==> config.mk <==
export PLATFORM = sky130hd
export DESIGN_NAME = dipcfg_decoder
export DESIGN_NICKNAME = d
export VERILOG_FILES = /design/src/rtl/dipcfg_decoder.v
export VERILOG_INCLUDE_DIRS = /design/src /design/src/inc
export SDC_FILE = /design/constraint.sdc
export NUM_CORES = 1
export LEC_CHECK = 0
export BUFFER_PORTS_ARGS = -buffer_cell sky130_fd_sc_hd__buf_4
export CORE_ASPECT_RATIO = 0.7
export CORE_MARGIN = 2
export CORE_UTILIZATION = 42
export CTS_BUF_LIST = sky130_fd_sc_hd__clkbuf_4 sky130_fd_sc_hd__clkbuf_8
export DETAILED_ROUTE_END_ITERATION = 8
export HOLD_SLACK_MARGIN = 0.03
export PLACE_DENSITY = 0.79
export SETUP_SLACK_MARGIN = 0.02
export SLEW_MARGIN = 20
export SYNTH_ARGS = -nofsm -noshare
export SYNTH_HDL_FRONTEND = slang
export SYNTH_SLANG_ARGS = --single-unit
==> constraint.sdc <==
create_clock -name mclk -period 1.29 [get_ports mclk]
set_input_delay 0 -clock mclk [delete_from_list [all_inputs] [get_ports mclk]]
set_output_delay 0 -clock mclk [all_outputs]
set_load 0.05 [all_outputs]
==> src/inc/dipcfg_defines.vh <==
// constants and register map of the dip switch node configuration decoder
// Notes on behaviour
// - address is binary-weighted sum of five switches, weight 1 to 16, off adds.
// - all switches on gives address zero, treated as the broadcast address.
// - master or software may assign another address, also above switch range.
// - rate switches pick 9600, 19200, 38400 or 57600 baud.
// - character format is 8 data bits, no parity, one stop bit.
`ifndef DIPCFG_DEFINES_VH
`define DIPCFG_DEFINES_VH
// register byte offsets
`define DIPCFG_CTRL_OFF 8'h00
`define DIPCFG_ADDR_OVR_OFF 8'h04
`define DIPCFG_STATUS_OFF 8'h08
`define DIPCFG_SWITCH_OFF 8'h0c
// control fields
`define DIPCFG_CTRL_OVR_EN 0
`define DIPCFG_CTRL_RELATCH 1
// status fields
`define DIPCFG_ST_ADDR_LSB 0
`define DIPCFG_ST_BCAST 8
`define DIPCFG_ST_RATE_LSB 9
`define DIPCFG_ST_PEND 11
// reset values
`define DIPCFG_CTRL_RST 1'h0
`define DIPCFG_ADDR_OVR_RST 8'h00
// rate selections
`define DIPCFG_RATE_9600 2'h0
`define DIPCFG_RATE_19200 2'h1
`define DIPCFG_RATE_38400 2'h2
`define DIPCFG_RATE_57600 2'h3
// clock and baud timing
`define DIPCFG_MCLK_HZ 10000000
`define DIPCFG_BAUD_9600 9600
`define DIPCFG_BAUD_19200 19200
`define DIPCFG_BAUD_38400 38400
`define DIPCFG_BAUD_57600 57600
// bit period in mclk cycles: mclk rate over baud, truncated, sized for the divisor port
`define DIPCFG_DIV_9600 16'h0411
`define DIPCFG_DIV_19200 16'h0208
`define DIPCFG_DIV_38400 16'h0104
`define DIPCFG_DIV_57600 16'h00ad
`define DIPCFG_DATA_BITS 4'h8
`define DIPCFG_STOP_BITS 2'h1
`endif

==> src/rtl/dipcfg_decoder.v <==
// dip switch decoder for node address and serial bit rate, with ahb-lite registers
//
// The implementer's own choices: register access over AHB-Lite and the register offsets.
`timescale 1ns/10ps
`include "dipcfg_defines.vh"
module dipcfg_decoder (
  input wire mclk,
  input wire reset_n,
  input wire addr_switch_weight1,
  input wire addr_switch_weight2,
  input wire addr_switch_weight4,
  input wire addr_switch_weight8,
  input wire addr_switch_weight16,
  input wire rate_select_low,
  input wire rate_select_high,
  input wire frame_busy,
  input wire hsel,
  input wire [31:0] haddr,
  input wire [1:0] htrans,
  input wire hwrite,
  input wire [2:0] hsize,
  input wire [31:0] hwdata,
  input wire hready,
  output reg [31:0] hrdata,
  output wire hreadyout,
  output wire hresp,
  output reg [7:0] node_address,
  output reg node_broadcast,
  output reg [15:0] baud_divisor,
  output reg [1:0] rate_sel,
  output wire [3:0] char_data_bits,
  output wire parity_en,
  output wire [1:0] char_stop_bits
);

  // register file and switch latch state
  reg [0:0] ctrl_r;
  reg [7:0] addr_ovr_r;
  reg [4:0] sw_addr_r;
  reg [1:0] sw_rate_r;
  reg latched_r;
  reg pend_r;
  reg relatch_r;

  // bus data phase state
  reg wr_pend_r;
  reg [7:0] wr_off_r;
  reg [7:0] rd_off;
  reg [31:0] rd_nxt;

  // decode helpers
  reg [7:0] eff_addr;
  reg [15:0] div_nxt;
  wire [6:0] sw_raw;
  wire [6:0] sw_off;
  wire [4:0] sw_sum;
  wire [1:0] sw_rate;
  wire acc_ok;
  wire wr_ctrl;
  wire wr_ovr;
  wire latch_go;
  genvar gi;

  // switch levels, rate pair above the five address weights
  assign sw_raw = {rate_select_high, rate_select_low, addr_switch_weight16,
    addr_switch_weight8, addr_switch_weight4, addr_switch_weight2, addr_switch_weight1};

  // off position contributes its weight, so each switch is inverted
  // weighted address sum
  generate
    for (gi = 0; gi < 7; gi = gi + 1)
    begin : g_sw_off
      assign sw_off[gi] = ~sw_raw[gi];
    end
  endgenerate
  assign sw_sum = sw_off[4:0];
  assign sw_rate = sw_off[6:5]; // first rate switch is the low code bit

  assign char_data_bits = `DIPCFG_DATA_BITS;
  assign parity_en = 1'b0;
  assign char_stop_bits = `DIPCFG_STOP_BITS;

  // slave always ready and answers okay
  assign hreadyout = 1'b1;
  assign hresp = 1'b0;
  assign acc_ok = hsel & htrans[1] & hready;

  // write strobes, one per writable register
  assign wr_ctrl = wr_pend_r && (wr_off_r == `DIPCFG_CTRL_OFF);
  assign wr_ovr = wr_pend_r && (wr_off_r == `DIPCFG_ADDR_OVR_OFF);

  // latch after reset release or on request, never inside a frame
  assign latch_go = (!latched_r || pend_r || relatch_r) && !frame_busy;

  // address phase capture for writes
  always @(posedge mclk or negedge reset_n)
  begin
    if (!reset_n)
    begin
      wr_pend_r <= 1'b0;
      wr_off_r <= 8'h00;
    end
    else
    begin
      wr_pend_r <= acc_ok & hwrite;
      wr_off_r <= haddr[7:0];
    end
  end

  // control and override registers, written in the data phase
  // software address override
  always @(posedge mclk or negedge reset_n)
  begin
    if (!reset_n)
    begin
      ctrl_r <= `DIPCFG_CTRL_RST;
      addr_ovr_r <= `DIPCFG_ADDR_OVR_RST;
      relatch_r <= 1'b0;
    end
    else
    begin
      relatch_r <= 1'b0;
      if (wr_ctrl)
      begin
        ctrl_r[`DIPCFG_CTRL_OVR_EN] <= hwdata[`DIPCFG_CTRL_OVR_EN];
        relatch_r <= hwdata[`DIPCFG_CTRL_RELATCH];
      end
      else if (wr_ovr)
        addr_ovr_r <= hwdata[7:0];
    end
  end

  // switch latch: once after reset release, again on request, never mid-frame
  // latch outside frames
  always @(posedge mclk or negedge reset_n)
  begin
    if (!reset_n)
    begin
      latched_r <= 1'b0;
      pend_r <= 1'b0;
      sw_addr_r <= 5'h00;
      sw_rate_r <= 2'h0;
    end
    else
    begin
      if (latch_go)
      begin
        latched_r <= 1'b1;
        pend_r <= 1'b0;
        sw_addr_r <= sw_sum;
        sw_rate_r <= sw_rate;
      end
      else if (relatch_r)
        pend_r <= 1'b1;
    end
  end

  // effective address: override when enabled, else latched switches
  // override selects address
  always @*
  begin
    eff_addr = {3'h0, sw_addr_r};
    if (ctrl_r[`DIPCFG_CTRL_OVR_EN])
      eff_addr = addr_ovr_r;
  end

  // divisor for the latched rate code
  // rate from two switches
  always @*
  begin
    div_nxt = `DIPCFG_DIV_9600;
    case (sw_rate_r)
      `DIPCFG_RATE_19200: div_nxt = `DIPCFG_DIV_19200;
      `DIPCFG_RATE_38400: div_nxt = `DIPCFG_DIV_38400;
      `DIPCFG_RATE_57600: div_nxt = `DIPCFG_DIV_57600;
      default: div_nxt = `DIPCFG_DIV_9600;
    endcase
  end

  // active settings only move between frames
  // zero is broadcast
  always @(posedge mclk or negedge reset_n)
  begin
    if (!reset_n)
    begin
      node_address <= 8'h00;
      node_broadcast <= 1'b1;
      baud_divisor <= `DIPCFG_DIV_9600;
      rate_sel <= `DIPCFG_RATE_9600;
    end
    else if (!frame_busy)
    begin
      node_address <= eff_addr;
      node_broadcast <= (eff_addr == 8'h00);
      baud_divisor <= div_nxt;
      rate_sel <= sw_rate_r;
    end
  end

  // read mux on the address phase offset; unmapped offsets read zero
  always @*
  begin
    rd_off = haddr[7:0];
    rd_nxt = 32'h00000000;
    if (rd_off == `DIPCFG_CTRL_OFF)
      rd_nxt = {31'h00000000, ctrl_r[`DIPCFG_CTRL_OVR_EN]};
    else if (rd_off == `DIPCFG_ADDR_OVR_OFF)
      rd_nxt = {24'h000000, addr_ovr_r};
    else if (rd_off == `DIPCFG_STATUS_OFF)
      rd_nxt = {20'h00000, pend_r, rate_sel, node_broadcast, node_address};
    else if (rd_off == `DIPCFG_SWITCH_OFF)
      rd_nxt = {25'h0000000, sw_rate_r, sw_addr_r};
  end

  // read data, registered at the end of the address phase
  always @(posedge mclk or negedge reset_n)
  begin
    if (!reset_n)
      hrdata <= 32'h00000000;
    else if (acc_ok && !hwrite)
      hrdata <= rd_nxt;
  end

endmodule // dipcfg_decoder
======== After elaboration in Yosys (flattened, before gate mapping) ========
Cells that the tools add are included.
storage, ports and cells
  flip-flop bits (word level) ............. 87
  output and inout port bits .............. 68
  word-level logic and storage cells ...... 55
operators by class
  equality and inequality tests ........... 7
  multiplexer cells ....................... 9
  bitwise gates (word level) .............. 11
  reduce and logical (&&, ||, !) cells .... 14
operator list
  operator                                                                count
  12-bit 2-to-1 mux                                                       3
  11-bit one-hot mux with 3 select lines                                  1
  8-bit logical NOT                                                       3
  8-bit by 3-bit equality test with 1-bit output (second input constant)  2
  8-bit by 4-bit equality test with 1-bit output (second input constant)  2
  8-bit 2-to-1 mux                                                        1
  1-bit inverter                                                          8
  7-bit 2-to-1 mux                                                        1
  2-bit equality test (second input constant)                             2
  1-bit logical AND                                                       4
  1-bit AND                                                               3
  1-bit logical NOT                                                       3
  1-bit 2-to-1 mux                                                        3
  2-bit by 1-bit equality test with 1-bit output (second input constant)  1
  1-bit logical OR                                                        2
  2-bit AND reduction                                                     1
  2-bit nonzero test                                                      1

======== Longest topological paths before layout ========
  depth after elaboration ................. 5
  gate-level depth with buffers ........... 5
  depth with buffers taken out ............ 4

======== Least setup slack after synthesis ========
Ideal clock, no wire load.
  kind .................................... register -> register
  start point ............................. register addr_ovr_r[5]
  end point ............................... register node_broadcast
  setup time .............................. 0.086 ns
  data arrival time ....................... 1.322 ns
  required time ........................... 1.204 ns
  path slack .............................. -0.118 ns
  cell stages (with the launch flop) ...... 5
  buffers on the path ..................... 0
  clock period less this slack ............ 1.408 ns
  cells stage by stage .................... dfrtp_1 -> or4b_1 -> nor3_2 -> a21oi_1 -> o31ai_2
on the way
  cells in the longest elaborated chain, start to end .. 2
ends and longest elaborated chain
  what                    RTL line              source
  from (decl)             dipcfg_decoder.v:38   reg [7:0] addr_ovr_r;
  from (signal assigned)  dipcfg_decoder.v:117  addr_ovr_r <= `DIPCFG_ADDR_OVR_RST;
  from (signal assigned)  dipcfg_decoder.v:129  addr_ovr_r <= hwdata[7:0];
  8-bit 2-to-1 mux        dipcfg_decoder.v:163  if (ctrl_r[`DIPCFG_CTRL_OVR_EN])
  8-bit logical NOT       dipcfg_decoder.v:194  node_broadcast <= (eff_addr == 8'h00);
  to (signal assigned)    dipcfg_decoder.v:194
  to (decl)               dipcfg_decoder.v:28   output reg node_broadcast,
Every way passes these cells.
A chain may end at the register's enable or synchronous reset.

======== Worst setup path in the final report ========
Same ends and word-level chain as after synthesis.

==> impl_results.md <==
* Status: finished with violations
* Failing checks: negative setup slack
* DR vias/cell at 4.603
* Synthesis Warnings at 0
* Finished Cell Area at 3761 sq um
* Ys async rst share at between 90% and 100%
* Slew margin rel. at around 67%
* Top FF cell, synth: dfrtp_1
* Ant diodes at 0
* Starting DRT DRC Count at 87
* Clock Tree Root: clkbuf_8
* Cell count after synthesis at between 200 and 300
* Sequential share of the synthesized area at a little over half
* Final cell count without fillers at around 440
* CTS Buf Count at 9
* Cell Pwr Density at about 1300 nW/um^2
* Clock slew at reported path FFs at around 60 ps
* Final hold slack at roughly 56 ps
* Final count of pins violating max slew at 0
* Worst Path Class, Setup: reg -> reg
* Final setup vio count at 10
* Clk pwr share at between 30 and 40%
* Largest net degree at the start of global routing at 35
* Worst skew pair latency at roughly 330 ps
* Aggregate routed wire length at 6.448 mm
* GR peak layer: met2
* Number of flops mapped to enable cells by yosys at 0
* RR Startpoint: addr_ovr_r[5]
* Minimum clock period after layout at around 1600 ps
* Die area at ~7200 sq um
* Crit Path Max Fanout at 2
* FF-to-FF path depth at 4
* RePlAce Congestion at slightly above 0.8
* HP Start: haddr[1]
* Final worst slack at -267.5 ps
* Post-Route Utilization at between 50% and 60%
* Cell area after synthesis at 2739 sq um
* Fmax at ~640 MHz
* Startpoint Class: flop
* # IOs at 150
* Yosys cell types at 32
* Peak VDD IR at 0.7813 mV
* 1st-pass router iterations at 4
* Antenna violations before repair at 0
* Initial Util at between 40 and 50%
* Worst Setup End Kind: flop
* Antenna Violating Nets Remaining at 0
* Synthesis-stage register bit count at between 50 and 60
* First-pass GRT wire length at a little over 10 mm
* Post-Place Cell Area at between 3000 and 4000 sq um
* CTS tree: done
* GRT overflow at 0
* Max clock buf depth at 2
* Leak pwr at roughly 0.0018 uW
* Final HPWL DP at about 4.3 mm
* Post-synthesis area per instance at between 10 and 15 sq um
* Die Wd at slightly above 100 microns
* Hold Path Depth at 5
* Num Clock Sinks at 58
* Setup TNS at -1530 ps
* Core area at between 6000 and 7000 sq um
* Nets at between 400 and 500
* H-tree depth at 3
* Met2 Use GR at between 20 and 30%
* DR WL/cell at 14.79 microns
* Placed Cells at between 300 and 400
* Synthesis-to-finish area growth at 37.32%
* Vias in the first global route at ~2000
* Final Hold Fails at 0
* MaxCap Viol Count at 0
* CP required at 1540 ps
* Fin crit share at 120.7%
* Worst Setup SP: addr_ovr_r[5]
* Clk_skew at roughly 6.5 ps
* Sequential group share of total power at 41.9%
* Share of cells above drive strength 1 at a little over a third
* Critical path data arrival time at 1810 ps
* Psw at approximately 1700 uW
* Worst slew pin tran at between 400 and 500 ps
* Die height at 71.57 microns
* Vias at between 2000 and 2500
* GRT Total Usage at about a fifth
* Residual DRC at 0
* R2R Setup Slk at -270 ps
* Placement Rows at 24
* GR Util met1 at between 20 and 30%
* Sw Ratio at 33.00%
* GR Util met3 at between 7 and 8%
* Hold crit path type: in -> reg
* Pint at about 3400 uW
* RSZ-0062 raised after global routing: yes
* I/O Buffers at 61
* Combinational power share at between 20% and 30%
-- power by group through the flow --
stage,combinational [uW],sequential (uW),clock (uW)
floorplan,632,2420,0
global placement,1190,2140,0
detailed placement,1200,2140,0
CTS,1270,2120,1710
global route,1350,2140,1810
finish,1280,2120,1670
-- final cells by class --
class	count	area, sq um
clock buffers	13	160.2
well taps	78	97.59
clock inverters	3	40.04
fillers	520	2515
inverters	3	11.26
multi-input cells	177	1127
flip-flops and latches	58	1456
repair buffers	104	868.3
-- cell families (layout without fill, tap and decap cells) --
kind of cell               Yosys count  count (layout)  share of synthesized area [%]
other                                2              36                         0.2742
muxes                               25              25                          10.46
adders and majority gates            6               6                          2.741
buffers and inverters               51             123                          12.88
and+or+nand+nor                     69              69                          12.01
AOI/OAI and AO/OA                   41              41                          8.497
DFF                                 58              58                          53.13
-- metrics by stage --
stage,setup WS (ps),power (uW)
global placement,-161.4,3325
detailed placement,-205.1,3345
CTS,-195.0,5098
global route,-318.2,5300
finish,-267.5,5066
floorplan,-117.6,3052
-- layout by cell type (no fill, tap or decap), types with 10 or more instances in the layout --
cell / n
nand2_1: 36
dlygate4sd3_1: 27
conb_1: 36
mux2_2: 17
o21ai_0: 12
dfrtp_1: 54
buf_4: 74
nor2_1: 13
o21ai_1: 11
clkbuf_8: 10
-- worst paths after layout --
check / end
setup / recovery: node_broadcast
hold / removal: hrdata[0]
setup reg to reg: node_broadcast
hold reg to reg: baud_divisor[3]
max in group asynchronous: sw_addr_r[2]
min in group asynchronous: baud_divisor[9]
-- worst max-delay path, stage by stage, from the launching register on --
cell     delay, ps
dfrtp_1        390
or4b_4         560
nor3_4         180
a21oi_2        100
o31ai_2        240
-- sequential cells by signal, summed over array words and instances (netlist names), 2 cells and up --
signal	count
baud_divisor	7
addr_ovr_r	8
sw_rate_r	2
hrdata	12
wr_off_r	8
sw_addr_r	5
rate_sel	2
node_address	8
-- Yosys cell counts (all sizes together), types with 3 or more instances --
library cell / instances / area [sq um]
buf: 44 / 326.6
nand3: 3 / 20.02
dfstp: 3 / 78.83
mux2i: 5 / 50.05
mux2: 19 / 214.0
nor2: 15 / 56.30
a21oi: 9 / 45.04
nand2: 37 / 141.4
ha: 6 / 75.07
a22oi: 7 / 52.55
o21ai: 23 / 115.1
clkbuf: 4 / 15.01
dfrtp: 55 / 1376
inv: 3 / 11.26
nor2b: 3 / 18.77
-- metal layers --
metal	part of all wire (%)	vias to the layer above	wire (microns)
met2	47	74	3050
met3	7.1	7	460
met5	0	-	0
met4	1.1	0	70
met1	44	953	2867
li1	-	973	-
-- repair_timing --
item,4_1_cts,5_1_grt
cloned,0,0
hold endpoints to repair,87,0
buffers inserted,1,3
hold buffers,27,0
resized for setup,8,7
setup endpoints to repair,17,21
pin swaps,2,4
Power figures use the tool's default switching activity.
